[src/uxr_pkg.sv]
package uxr_pkg;

    // Byte addresses of the word-aligned APB registers
    localparam logic [7:0] ADDR_SELECTOR  = 8'h00;
    localparam logic [7:0] ADDR_SCRATCH   = 8'h04;
    localparam logic [7:0] ADDR_DIV_LOW   = 8'h08;
    localparam logic [7:0] ADDR_DIV_HIGH  = 8'h0c;
    localparam logic [7:0] ADDR_EFC       = 8'h10;
    localparam logic [7:0] ADDR_IER       = 8'h14;
    localparam logic [7:0] ADDR_FCR       = 8'h18;
    localparam logic [7:0] ADDR_MCR       = 8'h1c;
    localparam logic [7:0] ADDR_TX_FILL   = 8'h20;
    localparam logic [7:0] ADDR_RX_FILL   = 8'h24;
    localparam logic [7:0] ADDR_START1    = 8'h28;
    localparam logic [7:0] ADDR_START2    = 8'h2c;
    localparam logic [7:0] ADDR_STOP1     = 8'h30;
    localparam logic [7:0] ADDR_STOP2     = 8'h34;
    localparam logic [7:0] ADDR_RX_TRIG   = 8'h38;
    localparam logic [7:0] ADDR_STATUS    = 8'h3c;

    // Selector fields
    localparam int SEL_CNT_BIT  = 0;
    localparam int SEL_SET_LSB  = 1;
    localparam logic [1:0] SET_GENERAL = 2'h0;
    localparam logic [1:0] SET_FIRST   = 2'h1;
    localparam logic [1:0] SET_SECOND  = 2'h2;

    // Enhanced feature register fields
    localparam int EFC_AUTO_CTS  = 7;
    localparam int EFC_AUTO_RTS  = 6;
    localparam int EFC_SPECIAL   = 5;
    localparam int EFC_ENH_EN    = 4;

    // Bits that only change while the enhanced enable is set, and the MCR RTS bit
    localparam logic [7:0] IER_ENH_MASK = 8'hf0;
    localparam logic [7:0] FCR_ENH_MASK = 8'h30;
    localparam logic [7:0] MCR_ENH_MASK = 8'he0;
    localparam int MCR_RTS_BIT = 1;

    // Values after reset
    localparam logic [7:0]  RST_BYTE    = 8'h00;
    localparam logic [15:0] RST_DIVISOR = 16'h0001;
    localparam logic [7:0]  RST_RX_TRIG = 8'h01;

    typedef enum logic [1:0] {
        UXR_IDLE,
        UXR_ACCESS
    } uxr_apb_t;

endpackage

[src/uxr_ctrl.sv]
// Functional notes
// RULE1 - see selector is write-only, reads return zero
// RULE2 - see selector bits 2:1 pick register set
// RULE3 - see fill counters readable only when bit0 set
// RULE4 - see set selection overrides counter access bit
// RULE5 - see scratch byte stores and returns host data
// RULE6 - see two bytes form 16-bit baud divisor
// RULE7 - see transmit fill counter readable, read-only
// RULE8 - see receive fill counter readable, read-only
// RULE9 - see auto CTS stops transmitter while high
// RULE10 - see auto RTS with trigger event and hysteresis
// RULE11 - see RTS follows modem control when auto off
// RULE12 - see special char matches second stop, flags
// RULE13 - see char bit0 aligns to received LSB
// RULE14 - see host clears flow bits before detection
// RULE15 - see enhanced bits change only while enabled
// RULE16 - see bits 3:0 select software flow mode
// RULE17 - see dual mode compares two-byte sequence
// RULE18 - see enhanced register clears on reset
// RULE19 - see flow bits decode pairs for tx/rx
// RULE20 - see flow characters never sent as payload
// RULE21 - see baud tick divides clock, zero invalid
// RULE22 - see reserved selector bits and code ignored
//
// Local design decisions: the placing of the registers and the APB interface to the registers.
`timescale 1ns/10ps
`default_nettype none

module uxr_ctrl
    import uxr_pkg::*;
#(
    parameter int CNT_W = 8
) (
    // APB slave
    input  wire logic              pclk,
    input  wire logic              presetn,
    input  wire logic              psel,
    input  wire logic              penable,
    input  wire logic              pwrite,
    input  wire logic [7:0]        paddr,
    input  wire logic [31:0]       pwdata,
    output var  logic [31:0]       prdata,
    output var  logic              pready,
    output var  logic              pslverr,
    // FIFO fill levels and receive character stream
    input  wire logic [CNT_W-1:0]  tx_level,
    input  wire logic [CNT_W-1:0]  rx_level,
    input  wire logic              rx_char_valid,
    input  wire logic [7:0]        rx_char,
    // Modem lines, active low
    input  wire logic              cts_n,
    output var  logic              rts_n,
    // Outputs to transmitter, receiver and interrupt logic
    output var  logic              tx_allowed,
    output var  logic              baud_tick,
    output var  logic              divisor_invalid,
    output var  logic              rx_trig_event,
    output var  logic              special_char_hit,
    output var  logic              rx_got_start,
    output var  logic              rx_got_stop,
    output var  logic [1:0]        tx_flow_mode,
    output var  logic [15:0]       tx_start_seq,
    output var  logic [15:0]       tx_stop_seq,
    output var  logic [7:0]        ier_bits,
    output var  logic [7:0]        fcr_bits,
    output var  logic [7:0]        mcr_bits
);

    initial begin
        if (CNT_W < 1 || CNT_W > 8) begin
            $error("CNT_W must be 1 to 8");
        end
    end

    // Merge a write into a register, only the bits set in the mask change
    function automatic logic [7:0] merge(input logic [7:0] old,
                                         input logic [7:0] wr,
                                         input logic [7:0] msk);
        merge = (old & ~msk) | (wr & msk);
    endfunction

    // Bit 0 of the stored character lines up with the received LSB
    function automatic logic hit(input logic [7:0] c,
                                 input logic [7:0] k);
        hit = (c == k);
    endfunction

    // Register state
    logic [7:0]  selector;
    logic [7:0]  scratch;
    logic [15:0] divisor;
    logic [7:0]  efc;
    logic [7:0]  interrupt_enable_reg;
    logic [7:0]  fifo_control_reg;
    logic [7:0]  modem_control_reg;
    logic [7:0]  start1;
    logic [7:0]  start2;
    logic [7:0]  stop1;
    logic [7:0]  stop2;
    logic [7:0]  rx_trig;
    uxr_apb_t    apb_st;
    logic [7:0]  next_selector;
    logic [7:0]  next_scratch;
    logic [15:0] next_divisor;
    logic [7:0]  next_efc;
    logic [7:0]  next_ier;
    logic [7:0]  next_fcr;
    logic [7:0]  next_mcr;
    logic [7:0]  next_start1;
    logic [7:0]  next_start2;
    logic [7:0]  next_stop1;
    logic [7:0]  next_stop2;
    logic [7:0]  next_rx_trig;
    uxr_apb_t    next_apb_st;
    logic [31:0] next_prdata;
    logic        next_pready;
    logic        next_pslverr;

    logic [1:0]  reg_set;
    logic        cnt_open;
    logic        wr_go;
    logic [7:0]  wb;
    logic [7:0]  enh_mask_ier;
    logic [7:0]  enh_mask_fcr;
    logic [7:0]  enh_mask_mcr;

    // Reserved code 11 falls back to the general set only
    assign reg_set  = (selector[2:1] == 2'h3) ? SET_GENERAL
                                              : selector[2:1]; // see RULE22
    // Set selection has priority over the counter enable
    assign cnt_open = selector[SEL_CNT_BIT] &&
                      (selector[2:1] == SET_GENERAL); // see RULE3 see RULE4
    assign wr_go    = (apb_st == UXR_ACCESS) && psel && penable && pwrite;
    assign wb       = pwdata[7:0];
    // Enhanced bits are frozen while the enable bit is clear
    assign enh_mask_ier = efc[EFC_ENH_EN] ? 8'hff : ~IER_ENH_MASK; // see RULE15
    assign enh_mask_fcr = efc[EFC_ENH_EN] ? 8'hff : ~FCR_ENH_MASK; // see RULE15
    assign enh_mask_mcr = efc[EFC_ENH_EN] ? 8'hff : ~MCR_ENH_MASK; // see RULE15

    // APB decode: answer is prepared in setup, given in the access cycle
    always_comb begin
        next_selector = selector;
        next_scratch  = scratch;
        next_divisor  = divisor;
        next_efc      = efc;
        next_ier      = interrupt_enable_reg;
        next_fcr      = fifo_control_reg;
        next_mcr      = modem_control_reg;
        next_start1   = start1;
        next_start2   = start2;
        next_stop1    = stop1;
        next_stop2    = stop2;
        next_rx_trig  = rx_trig;
        next_apb_st   = UXR_IDLE;
        next_prdata   = 32'h0000_0000;
        next_pready   = 1'b0;
        next_pslverr  = 1'b0;
        if (apb_st == UXR_IDLE && psel && !penable) begin
            next_apb_st = UXR_ACCESS;
            next_pready = 1'b1;
            if (paddr == ADDR_SELECTOR) begin
                next_prdata = 32'h0000_0000; // see RULE1
            end else if (reg_set == SET_GENERAL && paddr == ADDR_SCRATCH) begin
                next_prdata = {24'h00_0000, scratch}; // see RULE5
            end else if (reg_set == SET_GENERAL && paddr == ADDR_DIV_LOW) begin
                next_prdata = {24'h00_0000, divisor[7:0]};
            end else if (reg_set == SET_GENERAL && paddr == ADDR_DIV_HIGH) begin
                next_prdata = {24'h00_0000, divisor[15:8]};
            end else if (reg_set == SET_GENERAL && paddr == ADDR_IER) begin
                next_prdata = {24'h00_0000, interrupt_enable_reg};
            end else if (reg_set == SET_GENERAL && paddr == ADDR_FCR) begin
                next_prdata = {24'h00_0000, fifo_control_reg};
            end else if (reg_set == SET_GENERAL && paddr == ADDR_MCR) begin
                next_prdata = {24'h00_0000, modem_control_reg};
            end else if (cnt_open && paddr == ADDR_TX_FILL && !pwrite) begin
                next_prdata = {24'h00_0000, 8'(tx_level)}; // see RULE7
            end else if (cnt_open && paddr == ADDR_RX_FILL && !pwrite) begin
                next_prdata = {24'h00_0000, 8'(rx_level)}; // see RULE8
            end else if (reg_set == SET_FIRST && paddr == ADDR_EFC) begin
                next_prdata = {24'h00_0000, efc};
            end else if (reg_set == SET_FIRST && paddr == ADDR_START1) begin
                next_prdata = {24'h00_0000, start1};
            end else if (reg_set == SET_FIRST && paddr == ADDR_START2) begin
                next_prdata = {24'h00_0000, start2};
            end else if (reg_set == SET_FIRST && paddr == ADDR_STOP1) begin
                next_prdata = {24'h00_0000, stop1};
            end else if (reg_set == SET_FIRST && paddr == ADDR_STOP2) begin
                next_prdata = {24'h00_0000, stop2};
            end else if (reg_set == SET_SECOND && paddr == ADDR_RX_TRIG) begin
                next_prdata = {24'h00_0000, rx_trig};
            end else if (reg_set == SET_SECOND && paddr == ADDR_STATUS &&
                         !pwrite) begin
                next_prdata = {29'h0000_0000, rts_n, tx_allowed,
                               divisor_invalid};
            end else begin
                next_pslverr = 1'b1; // see RULE2
            end
        end
        // Writes land at the access edge unless refused in setup
        if (wr_go && !pslverr) begin
            if (paddr == ADDR_SELECTOR) begin
                next_selector = {5'h00, wb[2:0]}; // see RULE1 see RULE22
            end else if (paddr == ADDR_SCRATCH) begin
                next_scratch = wb; // see RULE5
            end else if (paddr == ADDR_DIV_LOW) begin
                next_divisor = {divisor[15:8], wb}; // see RULE6
            end else if (paddr == ADDR_DIV_HIGH) begin
                next_divisor = {wb, divisor[7:0]}; // see RULE6
            end else if (paddr == ADDR_IER) begin
                next_ier = merge(interrupt_enable_reg, wb, enh_mask_ier); // see RULE15
            end else if (paddr == ADDR_FCR) begin
                next_fcr = merge(fifo_control_reg, wb, enh_mask_fcr); // see RULE15
            end else if (paddr == ADDR_MCR) begin
                next_mcr = merge(modem_control_reg, wb, enh_mask_mcr); // see RULE15
            end else if (paddr == ADDR_EFC) begin
                next_efc = wb; // see RULE16
            end else if (paddr == ADDR_START1) begin
                next_start1 = wb;
            end else if (paddr == ADDR_START2) begin
                next_start2 = wb;
            end else if (paddr == ADDR_STOP1) begin
                next_stop1 = wb;
            end else if (paddr == ADDR_STOP2) begin
                next_stop2 = wb;
            end else if (paddr == ADDR_RX_TRIG) begin
                next_rx_trig = wb;
            end
        end
    end

    // Register file and bus answer; all clear on reset except divisor and rx_trig, which load 1
    always_ff @(posedge pclk or negedge presetn) begin
        if (!presetn) begin
            selector <= RST_BYTE;
            scratch  <= RST_BYTE;
            divisor  <= RST_DIVISOR;
            efc      <= RST_BYTE; // see RULE18
            interrupt_enable_reg      <= RST_BYTE;
            fifo_control_reg      <= RST_BYTE;
            modem_control_reg      <= RST_BYTE;
            start1   <= RST_BYTE;
            start2   <= RST_BYTE;
            stop1    <= RST_BYTE;
            stop2    <= RST_BYTE;
            rx_trig  <= RST_RX_TRIG;
            apb_st   <= UXR_IDLE;
            prdata   <= 32'h0000_0000;
            pready   <= 1'b0;
            pslverr  <= 1'b0;
        end else begin
            selector <= next_selector;
            scratch  <= next_scratch;
            divisor  <= next_divisor;
            efc      <= next_efc;
            interrupt_enable_reg      <= next_ier;
            fifo_control_reg      <= next_fcr;
            modem_control_reg      <= next_mcr;
            start1   <= next_start1;
            start2   <= next_start2;
            stop1    <= next_stop1;
            stop2    <= next_stop2;
            rx_trig  <= next_rx_trig;
            apb_st   <= next_apb_st;
            prdata   <= next_prdata;
            pready   <= next_pready;
            pslverr  <= next_pslverr;
        end
    end

    // Baud generator: one tick every divisor cycles, none for zero
    logic [15:0] baud_cnt;
    logic [15:0] next_baud_cnt;
    logic        next_baud_tick;
    always_comb begin
        next_baud_cnt  = baud_cnt;
        next_baud_tick = 1'b0;
        if (divisor == 16'h0000) begin
            next_baud_cnt = 16'h0000; // see RULE21
        end else if (baud_cnt >= divisor - 16'h0001) begin
            next_baud_cnt  = 16'h0000;
            next_baud_tick = 1'b1; // see RULE21
        end else begin
            next_baud_cnt = baud_cnt + 16'h0001;
        end
    end

    always_ff @(posedge pclk or negedge presetn) begin
        if (!presetn) begin
            baud_cnt        <= 16'h0000;
            baud_tick       <= 1'b0;
            divisor_invalid <= 1'b0;
        end else begin
            baud_cnt        <= next_baud_cnt;
            baud_tick       <= next_baud_tick;
            divisor_invalid <= (divisor == 16'h0000); // see RULE21
        end
    end

    // Hardware flow control; RTS has hysteresis of one level
    logic [7:0] rx_lvl8;
    logic       next_rts_n;
    assign rx_lvl8 = 8'(rx_level);
    always_comb begin
        next_rts_n = rts_n;
        if (!efc[EFC_AUTO_RTS]) begin
            next_rts_n = ~modem_control_reg[MCR_RTS_BIT]; // see RULE11
        end else if (rx_lvl8 > rx_trig) begin
            next_rts_n = 1'b1; // see RULE10
        end else if (rx_lvl8 < rx_trig) begin
            next_rts_n = 1'b0; // see RULE10
        end
    end

    always_ff @(posedge pclk or negedge presetn) begin
        if (!presetn) begin
            rts_n         <= 1'b1;
            tx_allowed    <= 1'b1;
            rx_trig_event <= 1'b0;
        end else begin
            rts_n         <= next_rts_n;
            tx_allowed    <= !(efc[EFC_AUTO_CTS] && cts_n); // see RULE9
            rx_trig_event <= efc[EFC_AUTO_RTS] &&
                             (rx_lvl8 >= rx_trig); // see RULE10
        end
    end

    // Receive character compare; the character always goes on to the FIFO
    logic [7:0] prev_char;
    logic       prev_ok;
    logic       dual;
    logic       next_special;
    logic       next_start;
    logic       next_stop;
    assign dual = (efc[3:0] == 4'hf); // see RULE17 see RULE19
    always_comb begin
        next_special = 1'b0;
        next_start   = 1'b0;
        next_stop    = 1'b0;
        if (rx_char_valid) begin
            next_special = efc[EFC_SPECIAL] && hit(rx_char, stop2); // see RULE12 see RULE13
            if (dual) begin
                next_start = prev_ok && hit(prev_char, start1) &&
                             hit(rx_char, start2); // see RULE17
                next_stop  = prev_ok && hit(prev_char, stop1) &&
                             hit(rx_char, stop2); // see RULE17
            end else begin
                next_start = (efc[1] && hit(rx_char, start1)) ||
                             (efc[0] && hit(rx_char, start2)); // see RULE19
                next_stop  = (efc[1] && hit(rx_char, stop1)) ||
                             (efc[0] && hit(rx_char, stop2)); // see RULE19
            end
        end
    end

    always_ff @(posedge pclk or negedge presetn) begin
        if (!presetn) begin
            prev_char        <= 8'h00;
            prev_ok          <= 1'b0;
            special_char_hit <= 1'b0;
            rx_got_start     <= 1'b0;
            rx_got_stop      <= 1'b0;
        end else begin
            if (rx_char_valid) begin
                prev_char <= rx_char;
                prev_ok   <= 1'b1;
            end
            special_char_hit <= next_special;
            rx_got_start     <= next_start;
            rx_got_stop      <= next_stop;
        end
    end

    // Transmit side flow selection and characters for the shifter
    always_ff @(posedge pclk or negedge presetn) begin
        if (!presetn) begin
            tx_flow_mode <= 2'h0;
            tx_start_seq <= 16'h0000;
            tx_stop_seq  <= 16'h0000;
            ier_bits     <= 8'h00;
            fcr_bits     <= 8'h00;
            mcr_bits     <= 8'h00;
        end else begin
            tx_flow_mode <= {efc[2], efc[3]}; // see RULE16 see RULE19
            tx_start_seq <= {start1, start2}; // see RULE17
            tx_stop_seq  <= {stop1, stop2};
            ier_bits     <= interrupt_enable_reg;
            fcr_bits     <= fifo_control_reg;
            mcr_bits     <= modem_control_reg;
        end
    end

    // Checks
    chk_sel_reads_zero: assert property (@(posedge pclk) disable iff (!presetn)
        (pready && paddr == ADDR_SELECTOR) |-> prdata == 32'h0) // see RULE1
        else $error("selector read returned data");
    chk_cnt_gate: assert property (@(posedge pclk) disable iff (!presetn)
        (psel && !penable && !pwrite && !cnt_open && apb_st == UXR_IDLE &&
         (paddr == ADDR_TX_FILL || paddr == ADDR_RX_FILL))
        |=> pslverr) // see RULE3
        else $error("fill counter readable while closed");
    chk_set_priority: assert property (@(posedge pclk) disable iff (!presetn)
        (selector[2:1] != 2'h0) |-> !cnt_open) // see RULE4
        else $error("counters open outside general set");
    chk_scratch_store: assert property (@(posedge pclk) // see RULE5
        disable iff (!presetn)
        (wr_go && !pslverr && paddr == ADDR_SCRATCH) |=> scratch == $past(wb))
        else $error("scratch write lost");
    chk_cts_stop: assert property (@(posedge pclk) disable iff (!presetn)
        (efc[EFC_AUTO_CTS] && cts_n) |=> !tx_allowed) // see RULE9
        else $error("transmit not stopped by CTS");
    chk_rts_manual: assert property (@(posedge pclk) disable iff (!presetn)
        (!efc[EFC_AUTO_RTS]) |=> rts_n == !$past(modem_control_reg[MCR_RTS_BIT])) // see RULE11
        else $error("RTS not following modem control");
    chk_special_hit: assert property (@(posedge pclk) disable iff (!presetn)
        (rx_char_valid && efc[EFC_SPECIAL] && rx_char == stop2)
        |=> special_char_hit) // see RULE12
        else $error("special character missed");
    chk_enh_latch: assert property (@(posedge pclk) disable iff (!presetn)
        !efc[EFC_ENH_EN] && !$past(efc[EFC_ENH_EN])
        |-> (interrupt_enable_reg & IER_ENH_MASK) == ($past(interrupt_enable_reg) & IER_ENH_MASK)) // see RULE15
        else $error("enhanced bits changed while latched");
    chk_baud_zero: assert property (@(posedge pclk) disable iff (!presetn)
        (divisor == 16'h0 && $past(divisor) == 16'h0) |=> !baud_tick
        && divisor_invalid) // see RULE21
        else $error("tick with zero divisor");

endmodule

`default_nettype wire

[config.mk]
export PLATFORM = sky130hd
export DESIGN_NAME = uxr_ctrl
export DESIGN_NICKNAME = d
export VERILOG_FILES = /design/src/uxr_pkg.sv /design/src/uxr_ctrl.sv
export SDC_FILE = /design/constraint.sdc
export NUM_CORES = 1
export LEC_CHECK = 0
export ABC_CLOCK_PERIOD_IN_PS = 4150
export BUFFER_PORTS_ARGS = -buffer_cell sky130_fd_sc_hd__buf_2
export CORE_MARGIN = 3
export CORE_UTILIZATION = 30
export DETAILED_ROUTE_END_ITERATION = 16
export PLACE_DENSITY = 0.48
export RECOVER_POWER = 25
export SLEW_MARGIN = 20
export SYNTH_ARGS = -nofsm -noshare
export SYNTH_HDL_FRONTEND = slang
export SYNTH_SLANG_ARGS = --single-unit
[constraint.sdc]
create_clock -name pclk -period 4.15 [get_ports pclk]
set_clock_uncertainty 0.05 [all_clocks]
set_input_delay 0 -clock pclk [delete_from_list [all_inputs] [get_ports pclk]]
set_output_delay 0 -clock pclk [all_outputs]
set_load 0.05 [all_outputs]
* Yosys cells after proc, flatten, opt, wreduce, memory -nomap -nowiden *
Cells that the tools add are included.

word-level totals
  output and inout port bits = 100
  bits of input ports = 71
  logic and storage cells = 205
  flip-flop bits (word level) = 225

cells by class
  add/subtract/negate cells = 2
  mux-type cells = 53
  magnitude comparators = 4
  equal/unequal tests = 27
  bitwise logic cells = 25
  reduce and logical (&&, ||, !) cells = 60

operator list
  operator                                              number
  2-to-1 mux 8 bit                                      18
  equality test 8 x 6 -> 1 bit (second input constant)  8
  bitwise AND 8 bit                                     6
  equality test 8 bit                                   6
  logical AND 1 bit                                     36
  equality test 8 x 5 -> 1 bit (second input constant)  4
  2-to-1 mux 16 bit                                     2
  2-to-1 mux 32 bit                                     1
  2-to-1 mux 1 bit                                      29
  inverter 8 bit                                        3
  OR 8 bit                                              3
  adder 16 x 1 -> 16 bit (second input constant)        1
  equality test 8 x 4 -> 1 bit (second input constant)  2
  greater-or-equal comparator 16 bit                    1
  zero test 16 bit                                      1
  subtractor 16 x 1 -> 16 bit (second input constant)   1
  AND reduction 14 bit                                  1
  inverter 1 bit                                        13
  AND reduction 13 bit                                  1
  AND reduction 12 bit                                  1
  AND reduction 11 bit                                  1
  AND reduction 10 bit                                  1
  AND reduction 9 bit                                   1
  equality test 8 x 3 -> 1 bit (second input constant)  1
  22 further kinds                                      29

* Longest topological paths before layout *
Gate-level depths: netlist of the first run.

  depth in word-level cells = 22
  gate-level depth with buffers = 15
  gate-level depth less buffers = 13

* Worst setup path after synthesis of the first run *
No wires, ideal clock.

  path kind = register to register
  start = register divisor[2]
  end = register baud_cnt[11]
  path buffers = 2
  data arrival time = 3.412 ns
  path slack = 0.608 ns
  required time = 4.020 ns
  cell stages (with the launch flop) = 16
  setup time = 0.080 ns
  clock period less this slack = 3.542 ns
  cells stage by stage = dfrtp_1 > nor3_1 > nand2_1 > nor3_1 > inv_1 > or3_2 > xor2_1 > ha_1 > a21oi_1 > o21ai_0 > a2111oi_0 > o21ai_0 > a221o_1 > clkbuf_1 > buf_2 > nor3_2

on the way
  longest elaborated chain between the ends = 4
  elaborated cells between the ends (all ways) = 5
  those cells by class = add/sub: 1; order compare: 1; mux: 2; reduce/logical: 1

ends and longest elaborated chain
  what                                line             RTL
  start: declaration                  uxr_ctrl.sv:91   logic [15:0] divisor;
  start signal: assignment            uxr_ctrl.sv:253  divisor <= next_divisor;
  subtractor 16 x 1 -> 16 bit         uxr_ctrl.sv:279  end else if (baud_cnt >= divisor - 16'h0001) begin
  greater-or-equal comparator 16 bit  uxr_ctrl.sv:279
  2-to-1 mux 16 bit                   uxr_ctrl.sv:279
  2-to-1 mux 16 bit *                 uxr_ctrl.sv:277  if (divisor == 16'h0000) begin
  net next_baud_cnt[11]               uxr_ctrl.sv:272  logic [15:0] next_baud_cnt;
  end signal: assignment              uxr_ctrl.sv:293  baud_cnt <= next_baud_cnt;
  end: declaration                    uxr_ctrl.sv:271  logic [15:0] baud_cnt;

Mark *: on every way through the listed nets, which the timed path passes. The rest lies on a longest branch.
A chain may end at the register's enable or synchronous reset.

* Final worst setup path of the first run *
  start = register divisor[1]
  end = register baud_cnt[2]

Same word-level chain as after synthesis.

==> impl_metrics.yaml, run 1 <==
outcome:
  run_status: "finished with violations"
  violations: "max-capacitance violations, max-slew violations"
drt:
  vias_per_cell: 5.04
  routed.top_layer: "met4"
  wl_met2_mm: 14.7
  detailedRoute.firstIterationViolations: 369
  routed_wirelength_mm: 32.4
  route.met3.wl_mm: 1.41
  dr.pass1.iters: 5
  detail_route.wirelength.met1_mm: 15.7
  routed_wire_length_per_instance_um: 22.0
  drtAntennaViolNets: 0
  num_vias: 7424
  drc: 0
place:
  place_congestion: 0.892
  port_buffers: 122
  placedInstanceArea_um2: 11100
  place.detailed.hpwl_mm: 23.7
  detailedPlace.worstSlack_ps: 246
timing:
  rsz_0062_raised_after_global_routing: "false"
  report.final.hold_viol_count: 0
  finalCriticalPeriod_ps: 3630
  fmax_ghz: 0.275
  setup_violations: 0
  report.final.slew_viol_count: 71
  slew_headroom_pct: -112
  final.setup.tns_ps: 0
  min_period_over_period_pct: 87.5
  worst_pin_slew_ps: 3180
  worst_slack_ps: 517
global_routing:
  first_global_vias: 7539
  overflow: 0
  track_usage_pct: 18.2
  first_pass_grt_wire_length_mm: 48.6
  antenna_found_initial: 0
  maximum_number_of_pins_on_one_net_before_global_route_repair: 84
clock_tree:
  insertion_delay_ps: 450
  cts_tree: "done"
  cts-root-buf: "sky130_fd_sc_hd__clkbuf_16"
  cts_max_path_buffers: 2
  tritoncts_buffer_count: 17
  post-cts-setup-buffers: 0
  cts_max_level: 4
  cts.sinks: 200
  clkSlewWorstSetupHoldPaths_ps: 80
finish:
  multi_input_comb_area_um2: 4790
  syn_to_final_growth_pct: 17.4
  regArea_um2: 5010
  fill_cells: 3320
  proportion_of_layout_cells_with_a_drive_suffix_above_1_pct: 30.3
  final_area_um2: 12000
  num-nets-final: 1119
  insertedDiodeCount: 0
logic_synthesis:
  netlist.top_cell.by_area: "sky130_fd_sc_hd__dfrtp_1"
  netlist.area_leader.share_pct: 48.2
  synth_edf_count: 0
  synth-warning-count: 0
  synth_commonest_cells: "196 x sky130_fd_sc_hd__dfrtp_1, 113 x sky130_fd_sc_hd__mux2_2, 47 x sky130_fd_sc_hd__nand2_1"
  postSynth.asyncResetShare_pct: 100
  synthCells: 888
  post_synth_top_flop: "sky130_fd_sc_hd__dfrtp_1"
  synth.distinct_cells: 80
  syn_area_per_cell_um2: 11.5
  synth.yosys.seq_area_share_pct: 49.2
  synth-seq-cells: 200
  post-synth-top-count-cell: "sky130_fd_sc_hd__dfrtp_1"
  synth_area_leaders: "sky130_fd_sc_hd__dfrtp_1 48%, sky130_fd_sc_hd__mux2_2 13%, sky130_fd_sc_hd__xnor2_1 3.7%"
  syn_area_um2: 10200
setup_path:
  rrSetupSlack_ps: 520
  timing_worst_setup_path_type: "flip-flop to flip-flop"
  regToRegEndpoint: "baud_cnt[2]"
  r2r-start: "divisor[1]"
  worstPathMaxFanout: 7
  r2r_cells: 14
  worstSetupStartpointType: "flip-flop"
  worst_ep_arrival_time_ps: 3950
  worst_setup_path_end_kind: "flip-flop"
  timing.critical_path.required_ps: 4460
floorplanning:
  initial_utilization_pct: 30.9
  die-width_um: 190
  io_pins: 171
  die_area_um2: 36200
  num_rows: 66
  core-area_um2: 32900
  die_height_um: 190
power_and_ir_drop:
  power_density_nw_per_um2: 334
  power.ir.vdd_worst_uv: 286
  power.static_leakage_nw: 5.77
worst_hold_path:
  min_path_type: "input pin to flip-flop"
  hp-start: "pwdata[0]"
  hold_end: "rx_trig[0]"
  hold-path-cell-count: 2
flow_run:
  max_cap_violations: 1
metrics by stage:
stage                     instances  utilization [%]  total power [W]  hold slack [ps]
final                          1474             36.3          0.00399             59.2
after floorplan                 911                -          0.00223             -346
after global placement         1420             33.8          0.00235            -14.4
after global routing           1474             36.3          0.00415             53.2
after CTS                      1474             36.2          0.00404             44.2
after detailed placement       1420             33.8          0.00235            -6.97
cell families after synthesis:
logic type,synth area share [%]
AND/OR/NAND/NOR,13.1
flip-flops,49.2
AO/OA/AOI/OAI,9.33
multiplexers,13.7
buffers and inverters,4.61
XOR/XNOR,6.45
adder cells (fa/ha/maj),3.57
other,0.0368
layout make-up:
class                   instances  share of cell area (%)
clock buffers                  18                    3.67
clock inverters                14                    1.15
inverters                      23                   0.764
multi-input cells             623                    40.1
flip-flops and latches        200                    41.9
well taps                     442                    4.63
repair buffers                154                    7.75
critical path, stage by stage, from the launching register on:
cell	delay, ps
sky130_fd_sc_hd__dfrtp_1	420
sky130_fd_sc_hd__nor3_2	250
sky130_fd_sc_hd__nand2_1	130
sky130_fd_sc_hd__nor3_2	170
sky130_fd_sc_hd__inv_1	100
sky130_fd_sc_hd__or3_2	420
sky130_fd_sc_hd__xor2_1	150
sky130_fd_sc_hd__ha_1	290
sky130_fd_sc_hd__a21oi_1	140
sky130_fd_sc_hd__o21ai_0	110
sky130_fd_sc_hd__a2111oi_0	260
sky130_fd_sc_hd__o21ai_0	170
sky130_fd_sc_hd__a221o_1	510
sky130_fd_sc_hd__buf_4	220
sky130_fd_sc_hd__nor3_1	160
placed cells by master (no fill, tap or decap), types with 6 or more instances in the layout:
| cell | instances |
|---|---|
| sky130_fd_sc_hd__dfrtp_1 | 196 |
| sky130_fd_sc_hd__buf_2 | 121 |
| sky130_fd_sc_hd__mux2_2 | 113 |
| sky130_fd_sc_hd__nand2_1 | 47 |
| sky130_fd_sc_hd__nor2_1 | 43 |
| sky130_fd_sc_hd__xnor2_1 | 43 |
| sky130_fd_sc_hd__o21ai_0 | 36 |
| sky130_fd_sc_hd__xor2_1 | 32 |
| sky130_fd_sc_hd__ha_1 | 29 |
| sky130_fd_sc_hd__a21oi_1 | 26 |
| sky130_fd_sc_hd__conb_1 | 24 |
| sky130_fd_sc_hd__nand3_1 | 23 |
| sky130_fd_sc_hd__inv_1 | 22 |
| sky130_fd_sc_hd__dlygate4sd3_1 | 22 |
| sky130_fd_sc_hd__nand4_1 | 17 |
| sky130_fd_sc_hd__clkbuf_16 | 17 |
| sky130_fd_sc_hd__nor3_1 | 14 |
| sky130_fd_sc_hd__nor3_2 | 12 |
| sky130_fd_sc_hd__mux2i_1 | 12 |
| sky130_fd_sc_hd__nor2b_1 | 9 |
| sky130_fd_sc_hd__o22ai_1 | 9 |
| sky130_fd_sc_hd__buf_4 | 9 |
| sky130_fd_sc_hd__nand2b_1 | 8 |
| sky130_fd_sc_hd__nor4_1 | 8 |
| sky130_fd_sc_hd__a21o_1 | 7 |
| sky130_fd_sc_hd__a211oi_1 | 7 |
| sky130_fd_sc_hd__inv_6 | 6 |
how the worst max path moves through the flow:
| stage | start | end | depth (start not counted) |
|---|---|---|---|
| after floorplan | divisor[2] | baud_cnt[11] | 15 |
| after global placement | divisor[1] | baud_cnt[3] | 14 |
| after detailed placement | divisor[1] | baud_cnt[2] | 14 |
| after CTS | divisor[1] | baud_cnt[2] | 14 |
| after global routing | divisor[1] | baud_cnt[2] | 14 |
| final | divisor[1] | baud_cnt[2] | 14 |
layer usage:
layer  GRT usage (%)  vias up
li1                -     3410
met1            25.9     3773
met2            27.9      204
met3            3.81       37
met4            5.48        0
met5               0        -
where the power goes:
part | internal (W) | total [W] | switching [W]
clock network | 0.000861 | 0.00166 | 0.000797
logic | 0.000104 | 0.000350 | 0.000246
registers | 0.00196 | 0.00198 | 0.0000174
what timing repair did:
item / CTS / global route
hold buffers: 22 / 0
endpoints found under the setup margin: 0 / 14
resized for setup: 0 / 2
endpoints found under the hold margin: 83 / 0
Power figures use the tool's default switching activity.
==> run 2, diff against run 1 <==
--- a/config.mk
+++ b/config.mk
@@ -10,8 +10,8 @@
 export CORE_MARGIN = 3
 export CORE_UTILIZATION = 30
 export DETAILED_ROUTE_END_ITERATION = 16
-export PLACE_DENSITY = 0.48
 export RECOVER_POWER = 25
+export REMOVE_ABC_BUFFERS = 1
 export SLEW_MARGIN = 20
 export SYNTH_ARGS = -nofsm -noshare
 export SYNTH_HDL_FRONTEND = slang
==> run 2 against run 1 <==
Net effect:
- the flow still finishes with violations (max-capacitance violations, max-slew violations)
- critical endpoint is now baud_cnt[4]
- worst hold slack worse by 39 ps
- die area unchanged
- final cell count down 0.27%
- critical path type unchanged
- sequential share of layout area up 0.12 points
- sequential power about the same
- via count up 0.67%
- largest power group unchanged
==> impl_metrics.yaml, run 2 (synthesis results as in run 1) <==
place:
  place.detailed.hpwl_mm: 23.1
  port_buffers: 122
  placedInstanceArea_um2: 11100
  detailedPlace.worstSlack_ps: 295
  place_congestion: 0.935
floorplanning:
  die-width_um: 190
  io_pins: 171
  initial_utilization_pct: 30.9
  die_area_um2: 36200
  die_height_um: 190
  core-area_um2: 32900
  num_rows: 66
clock_tree:
  cts.sinks: 200
  tritoncts_buffer_count: 17
  cts-root-buf: "sky130_fd_sc_hd__clkbuf_16"
  cts_max_path_buffers: 2
  clkSlewWorstSetupHoldPaths_ps: 70
  insertion_delay_ps: 440
  cts_max_level: 4
  post-cts-setup-buffers: 0
  cts_tree: "done"
drt:
  routed_wirelength_mm: 31.5
  detailedRoute.firstIterationViolations: 674
  vias_per_cell: 5.08
  drtAntennaViolNets: 0
  num_vias: 7474
  dr.pass1.iters: 5
  drc: 0
  routed_wire_length_per_instance_um: 21.4
finish:
  most_frequent_standard_cell_in_the_layout_excluding_fill_and_tap_cells: "sky130_fd_sc_hd__dfrtp_1"
  final_core_util_pct: 36.2
  final_area_um2: 11900
  insertedDiodeCount: 0
  final_cell_mix: "196 x sky130_fd_sc_hd__dfrtp_1, 121 x sky130_fd_sc_hd__buf_2, 113 x sky130_fd_sc_hd__mux2_2"
  proportion_of_layout_cells_with_a_drive_suffix_above_1_pct: 30.1
  fill_cells: 3290
  syn_to_final_growth_pct: 17.1
  num-nets-final: 1115
worst_hold_path:
  hold-path-cell-count: 2
  hold_end: "scratch[4]"
  min_path_type: "input pin to flip-flop"
  hp-start: "pwdata[4]"
global_routing:
  maximum_number_of_pins_on_one_net_before_global_route_repair: 110
  overflow: 0
  first_pass_grt_wire_length_mm: 47.8
  first_global_vias: 7513
  antenna_found_initial: 1
  track_usage_pct: 17.5
timing:
  final.setup.tns_ps: 0
  report.final.slew_viol_count: 92
  min_period_over_period_pct: 89.5
  worst_slack_ps: 436
  setup_violations: 0
  finalCriticalPeriod_ps: 3710
  rsz_0062_raised_after_global_routing: "false"
  fmax_ghz: 0.269
  report.final.hold_viol_count: 0
  worst_pin_slew_ps: 2290
  slew_headroom_pct: -52.7
flow_run:
  max_cap_violations: 1
setup_path:
  critical_path.max_stage_delay_ps: 490
  worst_setup_path_end_kind: "flip-flop"
  rrSetupSlack_ps: 440
  r2r-start: "divisor[2]"
  timing.critical_path.required_ps: 4450
  regToRegEndpoint: "baud_cnt[4]"
  timing_worst_setup_path_type: "flip-flop to flip-flop"
  critical_path.slowest_cell: "sky130_fd_sc_hd__a221o_1"
  r2r_cells: 14
  timing.critical_path.cells: "nor3_1 -> nand2_1 -> nor3_2 -> inv_1 -> or3_2 -> xor2_1 -> ha_1 -> a21oi_1 -> o21ai_0 -> a2111oi_0 -> o21ai_0 -> a221o_1 -> buf_4 -> nor3_1"
  worst_ep_arrival_time_ps: 4020
  worstSetupStartpointType: "flip-flop"
  worstPathMaxFanout: 7
outcome:
  run_status: "finished with violations"
  violations: "max-capacitance violations, max-slew violations"
power_and_ir_drop:
  power_density_nw_per_um2: 335
  post-layout-total-power_w: 0.00400
  power.static_leakage_nw: 5.73
  power.ir.vdd_worst_uv: 228
run 2: routing by layer:
metal | wire length, um | global-route usage, %
met5 | 0 | 0
met2 | 14500 | 27.2
met1 | 14800 | 25.3
met4 | 658 | 4.88
met3 | 1560 | 2.76
run 2: where the power goes:
part | leakage [nW] | switching, W | internal [W] | total (W)
Clock | 0.275 | 0.000772 | 0.000906 | 0.00168
Combinational | 2.71 | 0.000243 | 0.0000973 | 0.000340
Sequential | 2.75 | 0.0000161 | 0.00196 | 0.00198
run 2: final cells by class:
cell class	instances	area [um^2]	share of cell area (%)
clock buffer	19	433	3.63
multi-input combinational	623	4790	40.2
tap	442	553	4.64
sequential	200	5010	42.0
clock inverter	13	156	1.31
inverter	23	91.3	0.766
timing repair buffer	150	883	7.41
run 2: worst max-delay path, delay by kind of cell, from the launching register on:
kind	cells	cell delay, ps
DFF	1	440
buffers and inverters	2	310
AOI/OAI and AO/OA	5	1140
and+or+nand+nor	5	1240
adders and majority gates	1	300
xor gates and xnor gates	1	150
run 2: repair_timing:
item                                    in CTS  in global routing
endpoints found under the setup margin       0                  3
hold buffers                                20                  0
gates resized for setup                      0                  1
endpoints found under the hold margin      102                  0
run 2: worst max-delay path by stage:
stage | from | slack, ps | endpoint | cells after the start
2_1_floorplan | divisor[2] | 580 | baud_tick | 13
3_3_place_gp | divisor[2] | 400 | baud_cnt[3] | 14
3_5_place_dp | divisor[2] | 300 | baud_cnt[4] | 14
4_1_cts | divisor[2] | 300 | baud_cnt[4] | 14
5_1_grt | divisor[2] | 120 | baud_cnt[2] | 14
6_report | divisor[2] | 440 | baud_cnt[4] | 14
run 2: stage by stage:
step	hold WS, ps	instances
after global routing	31.7	1470
after detailed placement	64.8	1418
after global placement	56.2	1418
after floorplan	-346	846
after CTS	18.7	1470
final	20.2	1470
